### config.mk
export PLATFORM = sky130hd
export DESIGN_NAME = i2csar_regs
export DESIGN_NICKNAME = d
export VERILOG_FILES = /design/src/i2csar_pkg.sv /design/src/i2csar_regs.sv
export SDC_FILE = /design/constraint.sdc
export NUM_CORES = 1
export LEC_CHECK = 0
export BUFFER_PORTS_ARGS = -buffer_cell sky130_fd_sc_hd__clkbuf_2
export CAP_MARGIN = 20
export CORE_ASPECT_RATIO = 1.75
export CORE_MARGIN = 1.5
export CORE_UTILIZATION = 47
export DETAILED_ROUTE_END_ITERATION = 8
export PLACE_DENSITY = 0.83
export SYNTH_ARGS = -nofsm -noshare
export SYNTH_HDL_FRONTEND = slang
export SYNTH_SLANG_ARGS = --single-unit
export TNS_END_PERCENT = 20
### constraint.sdc
create_clock -name pclk -period 1.9 [get_ports pclk]
set_input_delay 0.095 -clock pclk [delete_from_list [all_inputs] [get_ports pclk]]
set_output_delay 0.095 -clock pclk [all_outputs]
set_load 0.05 [all_outputs]
### src/i2csar_pkg.sv
/*
  Holds the register map, field positions, reset values and widths of the
  status, enable, FIFO-level, data-hold and transmit-abort-cause block.
  Assumes a 32-bit APB register bus with byte addresses.
*/
package i2csar_pkg;

  // ----------------------------------------------------------------
  // Register byte offsets
  // ----------------------------------------------------------------
  localparam logic [7:0] I2CSAR_OFS_CLR_ALL = 8'h40;
  localparam logic [7:0] I2CSAR_OFS_CLR_ABRT = 8'h54;
  localparam logic [7:0] I2CSAR_OFS_CLR_GCALL = 8'h68;
  localparam logic [7:0] I2CSAR_OFS_ENABLE = 8'h6C;
  localparam logic [7:0] I2CSAR_OFS_STATUS = 8'h70;
  localparam logic [7:0] I2CSAR_OFS_TXLVL = 8'h74;
  localparam logic [7:0] I2CSAR_OFS_RXLVL = 8'h78;
  localparam logic [7:0] I2CSAR_OFS_HOLD = 8'h7C;
  localparam logic [7:0] I2CSAR_OFS_ABRT = 8'h80;

  // ----------------------------------------------------------------
  // Field positions
  // ----------------------------------------------------------------
  localparam int I2CSAR_EN_ON = 0;
  localparam int I2CSAR_EN_ABORT = 1;
  localparam int I2CSAR_ST_ACT = 0;
  localparam int I2CSAR_ST_TX_FIFO_HAS_ROOM = 1;
  localparam int I2CSAR_ST_TFE = 2;
  localparam int I2CSAR_ST_RX_FIFO_NONEMPTY = 3;
  localparam int I2CSAR_ST_RFF = 4;
  localparam int I2CSAR_ST_MST = 5;
  localparam int I2CSAR_ST_SLV = 6;
  localparam int I2CSAR_AB_SW = 16;
  localparam int I2CSAR_AB_SLVRD = 15;
  localparam int I2CSAR_AB_SLVLOST = 14;
  localparam int I2CSAR_AB_STALE = 13;
  localparam int I2CSAR_AB_ARB = 12;
  localparam int I2CSAR_AB_MDIS = 11;
  localparam int I2CSAR_AB_LRD = 10;
  localparam int I2CSAR_AB_SBNR = 9;
  localparam int I2CSAR_AB_HSNR = 8;
  localparam int I2CSAR_AB_SBACK = 7;
  localparam int I2CSAR_AB_HSACK = 6;
  localparam int I2CSAR_AB_GCRD = 5;
  localparam int I2CSAR_AB_GCNAK = 4;
  localparam int I2CSAR_AB_DNAK = 3;
  localparam int I2CSAR_AB_LA2NAK = 2;
  localparam int I2CSAR_AB_LA1NAK = 1;
  localparam int I2CSAR_AB_A7NAK = 0;
  localparam int I2CSAR_AB_FLUSH_LSB = 24;

  // ----------------------------------------------------------------
  // Widths and reset values
  // ----------------------------------------------------------------
  localparam int I2CSAR_CAUSE_W = 17;
  localparam int I2CSAR_LVL_W = 4;
  localparam int I2CSAR_FLUSH_W = 8;
  localparam int I2CSAR_HOLD_W = 16;
  localparam logic [6:0] I2CSAR_STATUS_RST = 7'h06;
  localparam logic [15:0] I2CSAR_HOLD_RST = 16'h0001;
  localparam logic [15:0] I2CSAR_HOLD_ONE = 16'h0001;
  localparam logic [31:0] I2CSAR_ZERO = 32'h0000_0000;

endpackage

### src/i2csar_regs.sv
/*
  Status, enable, FIFO-level, data-hold and transmit-abort-cause registers of
  a two-wire serial controller, with the data-hold timer on the clock line.
  Assumes the master/slave state machines and FIFOs sit on pclk and give
  one-cycle event pulses; the clock line arrives from a pin and is synchronised.
*/
// Register access over APB was chosen for this implementation.
// How it works
// - Reading general-call clear register clears that flag.
// - Enable bit 0 switches controller on or off.
// - Enable bit 1 starts abort, reads busy.
// - Status bits 6,5 show slave/master machines active.
// - Status bits 4,3 show receive full/nonempty.
// - Status bits 2,1 show transmit empty/room.
// - Level registers report both FIFO entry counts.
// - Hold count delays data after clock edges.
// - Abort register keeps transmit level before abort.
// - Software abort in master mode sets bit 16.
// - Slave read with read command sets bit 15.
// - Slave losing bus while sending sets bit 14.
// - Read request with stale data sets bit 13.
// - Arbitration loss sets bit 12 too.
// - Master start while master disabled sets bit 11.
// - No repeated start blocks three kinds, bits 10..8.
// - Acked start byte or code sets bits 7,6.
// - Read after general call sets bit 5.
// - Unacknowledged general call sets bit 4.
// - Slave must ack data; nack sets bit 3.
// - Unacknowledged second long-address byte sets bit 2.
// - Combined or abort clear reads wipe causes.
`timescale 1ns/1ns

module i2csar_regs
  import i2csar_pkg::*;
#(
  parameter int FIFO_DEPTH = 8
) (
  // Clock and reset.
  input wire logic pclk,
  input wire logic presetn,
  // APB slave.
  input wire logic psel,
  input wire logic penable,
  input wire logic pwrite,
  input wire logic [7:0] paddr,
  input wire logic [31:0] pwdata,
  output logic [31:0] prdata,
  output logic pready,
  output logic pslverr,
  // Controller state.
  input wire logic master_fsm_busy,
  input wire logic slave_fsm_busy,
  input wire logic bus_other_busy,
  input wire logic [3:0] tx_fifo_count,
  input wire logic [3:0] rx_fifo_count,
  input wire logic abort_done,
  input wire logic master_mode,
  input wire logic repeated_start_allow,
  // Abort events from the state machines, one-cycle pulses.
  input wire logic slave_read_active,
  input wire logic data_command_write,
  input wire logic [9:8] data_command_bits,
  input wire logic slave_bus_lost,
  input wire logic slave_read_request,
  input wire logic master_arbitration_lost_flag,
  input wire logic master_start_req,
  input wire logic long_addr_read_req,
  input wire logic start_byte_req,
  input wire logic high_speed_req,
  input wire logic start_byte_acked,
  input wire logic high_speed_code_acked,
  input wire logic general_call_sent,
  input wire logic general_call_unacked,
  input wire logic data_byte_unacked,
  input wire logic long_addr_second_unacked,
  input wire logic long_addr_first_unacked,
  input wire logic short_addr_unacked,
  // Clock line as seen on the pin.
  input wire logic scl_line,
  // Controls and events towards the controller.
  output logic controller_enable,
  output logic abort_request,
  output logic general_call_clear_bit,
  output logic transmit_abort_clear,
  output logic transmit_abort_irq,
  output logic [15:0] data_hold_count,
  output logic data_hold_done
);

  // ----------------------------------------------------------------
  // Parameter check
  // ----------------------------------------------------------------
  if (FIFO_DEPTH < 1 || FIFO_DEPTH > 15) begin : g_bad_depth
    $error("FIFO_DEPTH must lie between 1 and 15");
  end

  localparam logic [3:0] DEPTH = 4'(FIFO_DEPTH);

  // ----------------------------------------------------------------
  // Bus decode
  // ----------------------------------------------------------------
  logic setup_ph;
  logic rd_acc;
  logic wr_acc;
  logic mapped;
  logic [31:0] rdata_d;
  logic [31:0] prdata_q;
  logic en_q;
  logic abort_q;
  logic [6:0] status_q;
  logic [3:0] txlvl_q;
  logic [3:0] rxlvl_q;
  logic [15:0] hold_q;
  logic [16:0] cause_q;
  logic [16:0] cause_set;
  logic [7:0] flush_q;
  logic clr_cause;

  // Single access cycle; read data is captured during setup.
  assign setup_ph = psel & ~penable;
  assign rd_acc = psel & penable & ~pwrite;
  assign wr_acc = psel & penable & pwrite;
  assign pready = 1'b1;
  assign prdata = prdata_q;

  // Address decode and read mux; unmapped addresses error, reserved bits zero.
  always_comb begin
    mapped = 1'b1;
    rdata_d = I2CSAR_ZERO;
    unique case (paddr)
      I2CSAR_OFS_CLR_ALL, I2CSAR_OFS_CLR_ABRT, I2CSAR_OFS_CLR_GCALL: begin
        rdata_d = I2CSAR_ZERO;
      end
      I2CSAR_OFS_ENABLE: begin
        rdata_d[I2CSAR_EN_ON] = en_q;
        rdata_d[I2CSAR_EN_ABORT] = abort_q;
      end
      I2CSAR_OFS_STATUS: begin
        rdata_d[6:0] = status_q;
      end
      I2CSAR_OFS_TXLVL: begin
        rdata_d[I2CSAR_LVL_W-1:0] = txlvl_q;
      end
      I2CSAR_OFS_RXLVL: begin
        rdata_d[I2CSAR_LVL_W-1:0] = rxlvl_q;
      end
      I2CSAR_OFS_HOLD: begin
        rdata_d[I2CSAR_HOLD_W-1:0] = hold_q;
      end
      I2CSAR_OFS_ABRT: begin
        rdata_d[I2CSAR_CAUSE_W-1:0] = cause_q;
        rdata_d[31:I2CSAR_AB_FLUSH_LSB] = flush_q;
      end
      default: begin
        mapped = 1'b0;
      end
    endcase
  end

  // Read data register, loaded in the setup cycle.
  always_ff @(posedge pclk or negedge presetn) begin
    if (!presetn) begin
      prdata_q <= I2CSAR_ZERO;
    end else if (setup_ph) begin
      prdata_q <= pwrite ? I2CSAR_ZERO : rdata_d;
    end
  end

  assign pslverr = psel & penable & ~mapped;

  // ----------------------------------------------------------------
  // Clear-on-read side effects
  // ----------------------------------------------------------------
  assign general_call_clear_bit = rd_acc & (paddr == I2CSAR_OFS_CLR_GCALL);
  assign clr_cause = rd_acc & ((paddr == I2CSAR_OFS_CLR_ALL) | (paddr == I2CSAR_OFS_CLR_ABRT));
  assign transmit_abort_clear = clr_cause;

  // ----------------------------------------------------------------
  // Enable register
  // ----------------------------------------------------------------
  // Bit 0 turns the controller on and off.
  always_ff @(posedge pclk or negedge presetn) begin
    if (!presetn) begin
      en_q <= 1'b0;
    end else if (wr_acc && paddr == I2CSAR_OFS_ENABLE) begin
      en_q <= pwdata[I2CSAR_EN_ON];
    end
  end

  // Abort bit: a written one sets it, completion clears it, a new set wins.
  always_ff @(posedge pclk or negedge presetn) begin
    if (!presetn) begin
      abort_q <= 1'b0;
    end else if (wr_acc && paddr == I2CSAR_OFS_ENABLE && pwdata[I2CSAR_EN_ABORT]) begin
      abort_q <= 1'b1;
    end else if (abort_done) begin
      abort_q <= 1'b0;
    end
  end

  assign controller_enable = en_q;
  assign abort_request = abort_q;

  // ----------------------------------------------------------------
  // Status and level registers
  // ----------------------------------------------------------------
  // Sampled copies of machine activity and FIFO state.
  always_ff @(posedge pclk or negedge presetn) begin
    if (!presetn) begin
      status_q <= I2CSAR_STATUS_RST;
      txlvl_q <= 4'h0;
      rxlvl_q <= 4'h0;
    end else begin
      status_q[I2CSAR_ST_SLV] <= slave_fsm_busy;
      status_q[I2CSAR_ST_MST] <= master_fsm_busy;
      status_q[I2CSAR_ST_RFF] <= (rx_fifo_count == DEPTH);
      status_q[I2CSAR_ST_RX_FIFO_NONEMPTY] <= (rx_fifo_count != 4'h0);
      status_q[I2CSAR_ST_TFE] <= (tx_fifo_count == 4'h0);
      status_q[I2CSAR_ST_TX_FIFO_HAS_ROOM] <= (tx_fifo_count != DEPTH);
      status_q[I2CSAR_ST_ACT] <= master_fsm_busy | slave_fsm_busy | bus_other_busy | abort_q;
      txlvl_q <= tx_fifo_count;
      rxlvl_q <= rx_fifo_count;
    end
  end

  // ----------------------------------------------------------------
  // Data hold register and timer
  // ----------------------------------------------------------------
  logic scl_s1_q;
  logic scl_s2_q;
  logic scl_s3_q;
  logic scl_edge;
  logic [15:0] hold_cnt_q;
  logic hold_done_q;

  // Hold time in core clock periods.
  always_ff @(posedge pclk or negedge presetn) begin
    if (!presetn) begin
      hold_q <= I2CSAR_HOLD_RST;
    end else if (wr_acc && paddr == I2CSAR_OFS_HOLD) begin
      hold_q <= pwdata[I2CSAR_HOLD_W-1:0];
    end
  end

  assign data_hold_count = hold_q;

  // Two-flop synchroniser for the clock line, then an edge detector.
  // Reset to the idle-high level so that release gives no false edge.
  always_ff @(posedge pclk or negedge presetn) begin
    if (!presetn) begin
      scl_s1_q <= 1'b1;
      scl_s2_q <= 1'b1;
      scl_s3_q <= 1'b1;
    end else begin
      scl_s1_q <= scl_line;
      scl_s2_q <= scl_s1_q;
      scl_s3_q <= scl_s2_q;
    end
  end

  assign scl_edge = scl_s2_q ^ scl_s3_q;

  // Counts the hold after each edge while the controller is enabled; a zero setting acts as one period.
  always_ff @(posedge pclk or negedge presetn) begin
    if (!presetn) begin
      hold_cnt_q <= 16'h0000;
      hold_done_q <= 1'b0;
    end else begin
      hold_done_q <= 1'b0;
      if (scl_edge && en_q) begin
        hold_cnt_q <= (hold_q == 16'h0000) ? I2CSAR_HOLD_ONE : hold_q;
      end else if (hold_cnt_q != 16'h0000) begin
        hold_cnt_q <= hold_cnt_q - I2CSAR_HOLD_ONE;
        hold_done_q <= (hold_cnt_q == I2CSAR_HOLD_ONE);
      end
    end
  end

  assign data_hold_done = hold_done_q;

  // ----------------------------------------------------------------
  // Transmit abort causes
  // ----------------------------------------------------------------
  // Cause detection from the state machine events.
  always_comb begin
    cause_set = 17'h00000;
    cause_set[I2CSAR_AB_SW] = abort_done & master_mode;
    cause_set[I2CSAR_AB_SLVRD] = slave_read_active & data_command_write & data_command_bits[8];
    cause_set[I2CSAR_AB_SLVLOST] = slave_bus_lost;
    cause_set[I2CSAR_AB_STALE] = slave_read_request & (tx_fifo_count != 4'h0);
    cause_set[I2CSAR_AB_ARB] = master_arbitration_lost_flag | slave_bus_lost;
    cause_set[I2CSAR_AB_MDIS] = master_start_req & ~master_mode;
    cause_set[I2CSAR_AB_LRD] = long_addr_read_req & ~repeated_start_allow;
    cause_set[I2CSAR_AB_SBNR] = start_byte_req & ~repeated_start_allow;
    cause_set[I2CSAR_AB_HSNR] = high_speed_req & ~repeated_start_allow;
    cause_set[I2CSAR_AB_SBACK] = start_byte_acked;
    cause_set[I2CSAR_AB_HSACK] = high_speed_code_acked;
    cause_set[I2CSAR_AB_GCRD] = general_call_sent & data_command_bits[9];
    cause_set[I2CSAR_AB_GCNAK] = general_call_unacked;
    cause_set[I2CSAR_AB_DNAK] = data_byte_unacked;
    cause_set[I2CSAR_AB_LA2NAK] = long_addr_second_unacked;
    cause_set[I2CSAR_AB_LA1NAK] = long_addr_first_unacked;
    cause_set[I2CSAR_AB_A7NAK] = short_addr_unacked;
  end

  // Sticky causes; a new event in the clearing cycle is kept.
  always_ff @(posedge pclk or negedge presetn) begin
    if (!presetn) begin
      cause_q <= 17'h00000;
    end else begin
      cause_q <= (clr_cause ? 17'h00000 : cause_q) | cause_set;
    end
  end

  // Level before the abort event, so software knows what was flushed.
  always_ff @(posedge pclk or negedge presetn) begin
    if (!presetn) begin
      flush_q <= 8'h00;
    end else if (|cause_set) begin
      flush_q <= {4'h0, txlvl_q};
    end else if (clr_cause) begin
      flush_q <= 8'h00;
    end
  end

  // Abort interrupt event towards the raw interrupt status.
  assign transmit_abort_irq = |cause_set;
endmodule

### After elaboration in Yosys (flattened, before gate mapping)

Index checks and enable logic that the tools add are counted.

| word-level totals | value |
|---|---|
| word-level logic and storage cells | 87 |
| output and inout port bits | 56 |
| flip-flop bits (word level) | 110 |
| input port bits | 79 |

| operators by class | value |
|---|---|
| equal/unequal tests | 12 |
| reduce and logical (&&, ||, !) cells | 14 |
| bitwise gates (word level) | 28 |
| add/subtract/negate cells | 1 |
| mux-type cells | 18 |

Operators by type and width:

| cell | number |
|---|---|
| == test 8 x 7 -> 1 bit, second input constant | 8 |
| two-way mux 16 bit | 3 |
| two-way mux 32 bit | 1 |
| two-way mux 8 bit | 3 |
| case mux 9 bit (2 select lines) | 1 |
| two-way mux 17 bit | 1 |
| OR 17 bit | 1 |
| OR reduction 17 bit | 1 |
| AND 1 bit | 16 |
| == test 16 x 1 -> 1 bit, second input constant | 1 |
| zero test 16 bit | 1 |
| nonzero test 16 bit | 1 |
| subtractor 16 x 1 -> 16 bit, second input constant | 1 |
| case mux 2 bit (6 select lines) | 1 |
| case mux 2 bit (5 select lines) | 1 |
| case mux 3 bit (3 select lines) | 1 |
| OR reduction 9 bit | 1 |
| == test 8 bit, second input constant | 1 |
| nonzero test 4 bit | 2 |
| two-way mux 1 bit | 6 |
| nonzero test 2 bit | 3 |
| NOT 1 bit | 5 |
| OR 1 bit | 5 |
| == test 4 bit, second input constant | 1 |
| 4 further kinds | 7 |

### Depth between registers and ports, before layout

Gate-level depths: netlist of run 1.

| depth | value |
|---|---|
| depth after elaboration | 5 |
| mapped depth | 7 |
| mapped depth without buffers | 6 |

### Worst setup path before layout of run 1

Ideal clock, no wire load.

| timing path | value |
|---|---|
| path kind | input -> output |
| start point | input paddr[1] |
| end point | output general_call_clear_bit |
| path buffers | 0 |
| slack | -0.612 ns |
| data arrival time | 2.417 ns |
| data required time | 1.805 ns |
| stages | 3 |
| cell sequence | or3b_2 -> nor2_1 -> nor4b_1 |

| on the way | value |
|---|---|
| word-level cells in the longest chain between the ends | 2 |

RTL lines:

| what | RTL line | text |
|---|---|---|
| start, declared | i2csar_regs.sv:45 | `input wire logic [7:0] paddr,` |
| == test 8 x 7 -> 1 bit | i2csar_regs.sv:174 | `assign general_call_clear_bit = rd_acc & (paddr == I2CSAR_OFS_CLR_GCALL);` |
| AND 1 bit | i2csar_regs.sv:174 |  |
| end, declared | i2csar_regs.sv:83 | `output logic general_call_clear_bit,` |

Every way passes these cells.

### Worst setup path after layout of run 1

| timing path | value |
|---|---|
| start point | register hold_cnt_q[4] |
| end point | register hold_cnt_q[13] |

| on the way | value |
|---|---|
| word-level cells in the longest chain between the ends | 3 |
| elaborated cells on any way between the ends | 5 |
| those cells by class | 1 x add/sub; 2 x mux; 2 x reduce/logical |

RTL lines:

| what | RTL line | text |
|---|---|---|
| start, declared | i2csar_regs.sv:233 | `logic [15:0] hold_cnt_q;` |
| start signal, assigned | i2csar_regs.sv:271 | `hold_cnt_q <= (hold_q == 16'h0000) ? I2CSAR_HOLD_ONE : hold_q;` |
| start signal, assigned | i2csar_regs.sv:273 | `hold_cnt_q <= hold_cnt_q - I2CSAR_HOLD_ONE;` |
| subtractor 16 x 1 -> 16 bit | i2csar_regs.sv:273 |  |
| two-way mux 16 bit | i2csar_regs.sv:272 | `end else if (hold_cnt_q != 16'h0000) begin` |
| two-way mux 16 bit | i2csar_regs.sv:270 | `if (scl_edge && en_q) begin` |

Parallel ways exist; a longest one is shown, timed or not. The select of a mux whose other input is x is not followed.
A chain may end at the register's enable or synchronous reset.

==> results.yml, run 1 <==
timing:
  fin_crit_ns: 1.90
  maxSlewViolCount: 0
  finalSetupViolations: 0
  fin_crit_sh_pct: 99.9
  fin_tns_setup_ns: 0
  relSlewSlack_pct: 66.9
  fmax_ghz: 0.527
  rsz0062_at_grt: "true"
  whs_ns: -0.00342
  worst_pin_slew_ns: 0.492
  clock_skew_ns: 0.00696
  hold_violations: 1
grt:
  antenna_found_initial: 0
  grt_max_degree: 50
  first_global_vias: 4313
  grt_pass1_wl_mm: 21.3
  grtUsageTotal_pct: 27.1
  overflow: 0
power:
  p_sw_uw: 1770
  swShare_pct: 30.4
  p_seq_share_pct: 40.3
  p_int_uw: 4050
  p_leak_uw: 0.00293
  vdd_drop_max_uv: 628
  combPwrFrac_pct: 28.8
  clockPowerShare_pct: 30.9
  power.density_nw_per_um2: 936
clock_tree:
  cts_tree: "yes"
  clockBufferDepth: 2
  clkTransAtPathRegs_ns: 0.06
  insertion_delay_ns: 0.35
  h-tree-depth: 3
  cts-buffers-inserted: 9
  root_buffer: "clkbuf_16"
  clock-sinks: 95
place:
  placed_cells: 682
  hpwlAfterDp_mm: 9.73
  portBuffers: 106
  gp_congestion: 0.953
layout:
  syn_to_final_growth_pct: 39.3
  finalNonFillerCells: 741
  fin_util_pct: 68.0
  drive_gt1_share_pct: 34.1
  nets: 697
  fillerInstances: 672
  n_antenna_cell: 0
  layout_commonest_cell: "clkbuf_2"
  mostFrequentLayoutCells: "clkbuf_2 (103), dfrtp_1 (89), nand2_1 (54), buf_4 (51), dlygate4sd3_1 (42)"
drt:
  wl_per_cell_um: 17.9
  drt_iter0_drc: 273
  drt-vias-per-instance: 5.62
  via_count: 4163
  drt_pass1_iterations: 5
  ant_nets: 0
  wl_mm: 13.3
  drc_errors: 0
critical_path:
  critPathLaunchType: "flip-flop"
  critical_path_class: "flip-flop to flip-flop"
  cp.required_ns: 2.18
  worstSetupEndpointType: "flip-flop"
  crit_fanout: 3
  worstPathArrival_ns: 2.18
synth:
  synth_edf_count: 0
  synthesis.area_um2: 4470
  synthArstFlopShare_pct: 100
  synth_area_per_cell_um2: 10.5
  synthTopCellsByArea: "dfrtp_1 (50%), nand2_1 (4.5%), mux2_2 (4.3%), dfstp_2 (3.5%), o21ai_0 (2.9%)"
  ys_ff_latch: 95
  synth_top_area_cell: "dfrtp_1"
  synthDistinctLibCells: 56
  yosysTopAreaCellShare_pct: 49.9
  yosys_most_used_dff: "dfrtp_1"
  netlist_instances: 427
  ys_seq_area_share_pct: 53.4
  yosysWarningCount: 0
min_path:
  hp-class: "input pin to flip-flop"
floorplan:
  fp.dieW_um: 76.7
  dieArea_um2: 10100
  coreArea_um2: 9150
  initial_core_util_pct: 48.8
  rows: 46
  die_y_um: 132
  io-pin-count: 135
run_status:
  violations: "hold timing"
  status: "finished, violations left"
flow_run:
  cap_viol_max_count: 0
-- logic make-up after synthesis --
group | count (synthesis) | share of synthesized area [%]
AND/OR/NAND/NOR | 160 | 19.5
buffers and inverters | 46 | 5.13
XOR/XNOR | 4 | 0.785
adder cells (fa/ha/maj) | 2 | 0.560
AO/OA/AOI/OAI | 92 | 14.2
flip-flops | 95 | 53.4
multiplexers | 26 | 6.30
other | 2 | 0.168
-- routing by layer --
metal	track usage (%)	up-vias	wire length (um)
li1	-	1910	-
met1	28.0	2053	4660
met2	50.9	157	7380
met3	4.01	43	548
met4	15.3	0	693
met5	0	-	0
-- cells in the mapped netlist, types with 3 or more instances --
master    number
a21oi_1        6
dfrtp_1       89
a211oi_1       6
dfstp_2        6
nor2_1        18
mux2i_1        9
o21ai_0       26
a31oi_1        4
a22oi_1       14
inv_1         13
or3_1          3
nor4_1        15
nor3_1        10
a21o_1        11
buf_4         14
mux2_2        17
nand3b_1       4
o31a_1         3
clkbuf_1      15
o31ai_1        4
nand2_1       54
nor2b_1        8
nand3_1       14
nand2b_1       8
or4_1          7
a221oi_1       3
-- cell type report --
cell class                 count  area [um2]  share of cell area (%)
timing repair buffer         201        1400                    22.4
clock inverter                 5        60.1                   0.965
tap                          120         150                    2.41
clock buffer                  11         233                    3.74
sequential                    95        2380                    38.3
inverter                      13        48.8                   0.784
multi-input combinational    296        1950                    31.3
-- worst max-delay path, cell delays in order (launching register included) --
cell,delay [ns]
dfrtp_1,0.38
or4_4,0.54
or4_4,0.54
a2111o_1,0.30
nand3_1,0.08
-- registers in the layout, summed over array words and instances, names as in the netlist --
signal	flops
hold_cnt_q	16
abort_request	1
rxlvl_q	4
controller_enable	1
txlvl_q	4
prdata	21
cause_q	17
data_hold_done	1
scl_s3_q	1
flush_q	4
data_hold_count	16
scl_s2_q	1
scl_s1_q	1
status_q	7
-- path summary, 6_finish.rpt --
check / startpoint / to / slack (ns) / cells past startpoint
min in group asynchronous: presetn / hold_cnt_q[2] / 0.22 / 2
max in group asynchronous: presetn / status_q[1] / 1.03 / 3
min: general_call_sent / cause_q[5] / -0.003 / 3
max reg2reg: hold_cnt_q[4] / hold_cnt_q[13] / 0.002 / 4
min reg2reg: scl_s1_q / scl_s2_q / 0.36 / 0
max: hold_cnt_q[4] / hold_cnt_q[13] / 0.002 / 4
-- power groups by stage --
stage / registers [uW] / logic, uW / clock network [uW]
2_1_floorplan: 2430 / 732 / 0
5_1_grt: 2370 / 1800 / 1890
3_5_place_dp: 2370 / 1470 / 0
6_report: 2350 / 1680 / 1800
4_1_cts: 2350 / 1580 / 1810
3_3_place_gp: 2360 / 1430 / 0
-- through the flow --
stage	worst slack [ns]	cell area, um2	power [uW]
2_1_floorplan	-0.166	4510	3160
3_3_place_gp	-0.105	5440	3800
3_5_place_dp	-0.129	5440	3850
4_1_cts	-0.0316	6170	5740
5_1_grt	-0.0510	6220	6060
6_report	0.00157	6220	5820
-- repair_timing --
| item | CTS | global route |
|---|---|---|
| buffers inserted | 0 | 1 |
| setup endpoints to repair | 8 | 12 |
| hold buffers | 42 | 0 |
| pin swaps | 3 | 3 |
| hold endpoints to repair | 66 | 0 |
| resized for setup | 4 | 8 |
Power figures use the tool's default switching activity.
==> run 2: changes to the inputs <==
--- a/config.mk
+++ b/config.mk
@@ -9,9 +9,9 @@
 export CAP_MARGIN = 20
 export CORE_ASPECT_RATIO = 1.75
 export CORE_MARGIN = 1.5
-export CORE_UTILIZATION = 47
+export CORE_UTILIZATION = 52
 export DETAILED_ROUTE_END_ITERATION = 8
-export PLACE_DENSITY = 0.83
+export PLACE_DENSITY = 0.87
 export SYNTH_ARGS = -nofsm -noshare
 export SYNTH_HDL_FRONTEND = slang
 export SYNTH_SLANG_ARGS = --single-unit
==> constraint.sdc (replaced) <==
create_clock -name pclk -period 2 [get_ports pclk]
set_input_delay 0.1 -clock pclk [delete_from_list [all_inputs] [get_ports pclk]]
set_output_delay 0.1 -clock pclk [all_outputs]
set_load 0.05 [all_outputs]
==> results.yml, run 2 (same netlist as run 1, synthesis figures left out) <==
critical_path:
  r2r-start: "hold_cnt_q[4]"
  rr_endpoint: "hold_cnt_q[13]"
  worstPathArrival_ns: 2.27
  reg2reg_depth: 4
  crit_fanout: 3
  cp.required_ns: 2.28
  crit_path_end: "hold_cnt_q[13]"
  worstSetupEndpointType: "flip-flop"
  critical_path_class: "flip-flop to flip-flop"
  reg2reg_setup_slack_ns: 0.003
  cp-startpoint: "hold_cnt_q[4]"
  critPathLaunchType: "flip-flop"
timing:
  finalWorstSetupSlack_ns: 0.00285
  finalSetupViolations: 0
  worst_pin_slew_ns: 0.511
  clock_skew_ns: 0.00653
  fmax_ghz: 0.501
  fin_crit_sh_pct: 99.9
  whs_ns: -0.00970
  rsz0062_at_grt: "true"
  fin_crit_ns: 2.00
  relSlewSlack_pct: 65.6
  hold_violations: 1
  maxSlewViolCount: 0
floorplan:
  initial_core_util_pct: 53.7
  fp.dieW_um: 73.1
  rows: 44
  die_y_um: 126
  io-pin-count: 135
  dieArea_um2: 9170
  coreArea_um2: 8310
layout:
  layout_commonest_cell: "clkbuf_2"
  register_area_um2: 2380
  multi_input_area_um2: 1940
  fin_area_um2: 6070
  syn_to_final_growth_pct: 35.8
  n_antenna_cell: 0
  nets: 679
  largest_reg_flops: 21
  drive_gt1_share_pct: 32.7
  fillerInstances: 561
  mostFrequentLayoutCells: "clkbuf_2 (103), dfrtp_1 (89), nand2_1 (54), dlygate4sd3_1 (38), buf_4 (38)"
drt:
  via_count: 4129
  ant_nets: 0
  drt-vias-per-instance: 5.75
  wl_mm: 12.7
  wl_per_cell_um: 17.7
  drc_errors: 0
  drt_iter0_drc: 277
  drt_pass1_iterations: 5
power:
  p_leak_uw: 0.00284
  combPwrFrac_pct: 25.1
  p_seq_share_pct: 42.6
  power.density_nw_per_um2: 879
  clockPowerShare_pct: 32.3
  swShare_pct: 29.6
  p_sw_uw: 1580
  p_int_uw: 3750
  vdd_drop_max_uv: 614
place:
  post-place-ws_ns: -0.0430
  hpwlAfterDp_mm: 9.05
  gp_congestion: 0.864
  place_area_um2: 5340
  portBuffers: 106
min_path:
  hp-class: "input pin to flip-flop"
grt:
  first_global_vias: 4222
  grtUsageTotal_pct: 29.4
  grt_pass1_wl_mm: 20.3
  grt_max_degree: 60
  overflow: 0
  antenna_found_initial: 0
clock_tree:
  h-tree-depth: 3
  clockBufferDepth: 2
  cts-buffers-inserted: 9
  insertion_delay_ns: 0.34
  clock-sinks: 95
  cts_tree: "yes"
  clkTransAtPathRegs_ns: 0.07
  root_buffer: "clkbuf_16"
flow_run:
  cap_viol_max_count: 0
run_status:
  status: "finished, violations left"
  violations: "hold timing"
[run 2: stage by stage]
step	hold WS [ns]	total power (uW)	TNS [ns]	instances	util, %
2_1_floorplan	-0.196	3000	-0.0665	437	-
3_3_place_gp	0.0882	3470	0	664	64.2
3_5_place_dp	0.0928	3510	-0.0529	664	64.2
4_1_cts	0.00198	5310	0	717	72.4
5_1_grt	0.000466	5590	-0.0604	718	73.0
6_report	-0.00970	5330	0	718	73.0
[run 2: power by group through the flow]
stage / registers (uW) / clock network, uW / logic, uW
2_1_floorplan: 2300 / 0 / 696
3_3_place_gp: 2280 / 0 / 1190
3_5_place_dp: 2290 / 0 / 1220
4_1_cts: 2260 / 1740 / 1300
5_1_grt: 2290 / 1830 / 1470
6_report: 2270 / 1720 / 1340
[run 2: how the worst min path moves through the flow]
stage / startpoint / to / cells after the start
final: long_addr_read_req / cause_q[10] / 3
after global routing: pwdata[3] / data_hold_count[3] / 2
after CTS: pwdata[3] / data_hold_count[3] / 2
after detailed placement: presetn / hold_cnt_q[5] / 1
after global placement: presetn / hold_cnt_q[6] / 1
after floorplan: presetn / abort_request / 0
[run 2: final cells by class]
class / instances / share of cell area, %
Tap cell: 115 / 2.37
Clock buffer: 12 / 4.06
Multi-Input combinational cell: 296 / 32.0
Clock inverter: 4 / 0.866
Sequential cell: 95 / 39.3
Timing Repair Buffer: 183 / 20.5
Inverter: 13 / 0.804
[run 2: timing repair]
item,in CTS,in global routing
hold endpoints to repair,74,1
setup buffers,0,0
setup endpoints to repair,4,7
pin swaps,1,4
gates resized for setup,2,7
hold buffers,37,1
[run 2: worst max-delay path: stages (launching register included)]
cell and delay (ns):
dfrtp_1 0.37, or4_4 0.55, or4_4 0.54, a2111o_1 0.39, nand3_1 0.08
[run 2: layer usage]
layer  track usage (%)  wire [um]  vias up
met2              52.0       6950      187
met1              30.8       4430     2018
met3              5.08        618       53
li1                  -          -     1871
met5                 0          0        -
met4              19.0        729        0
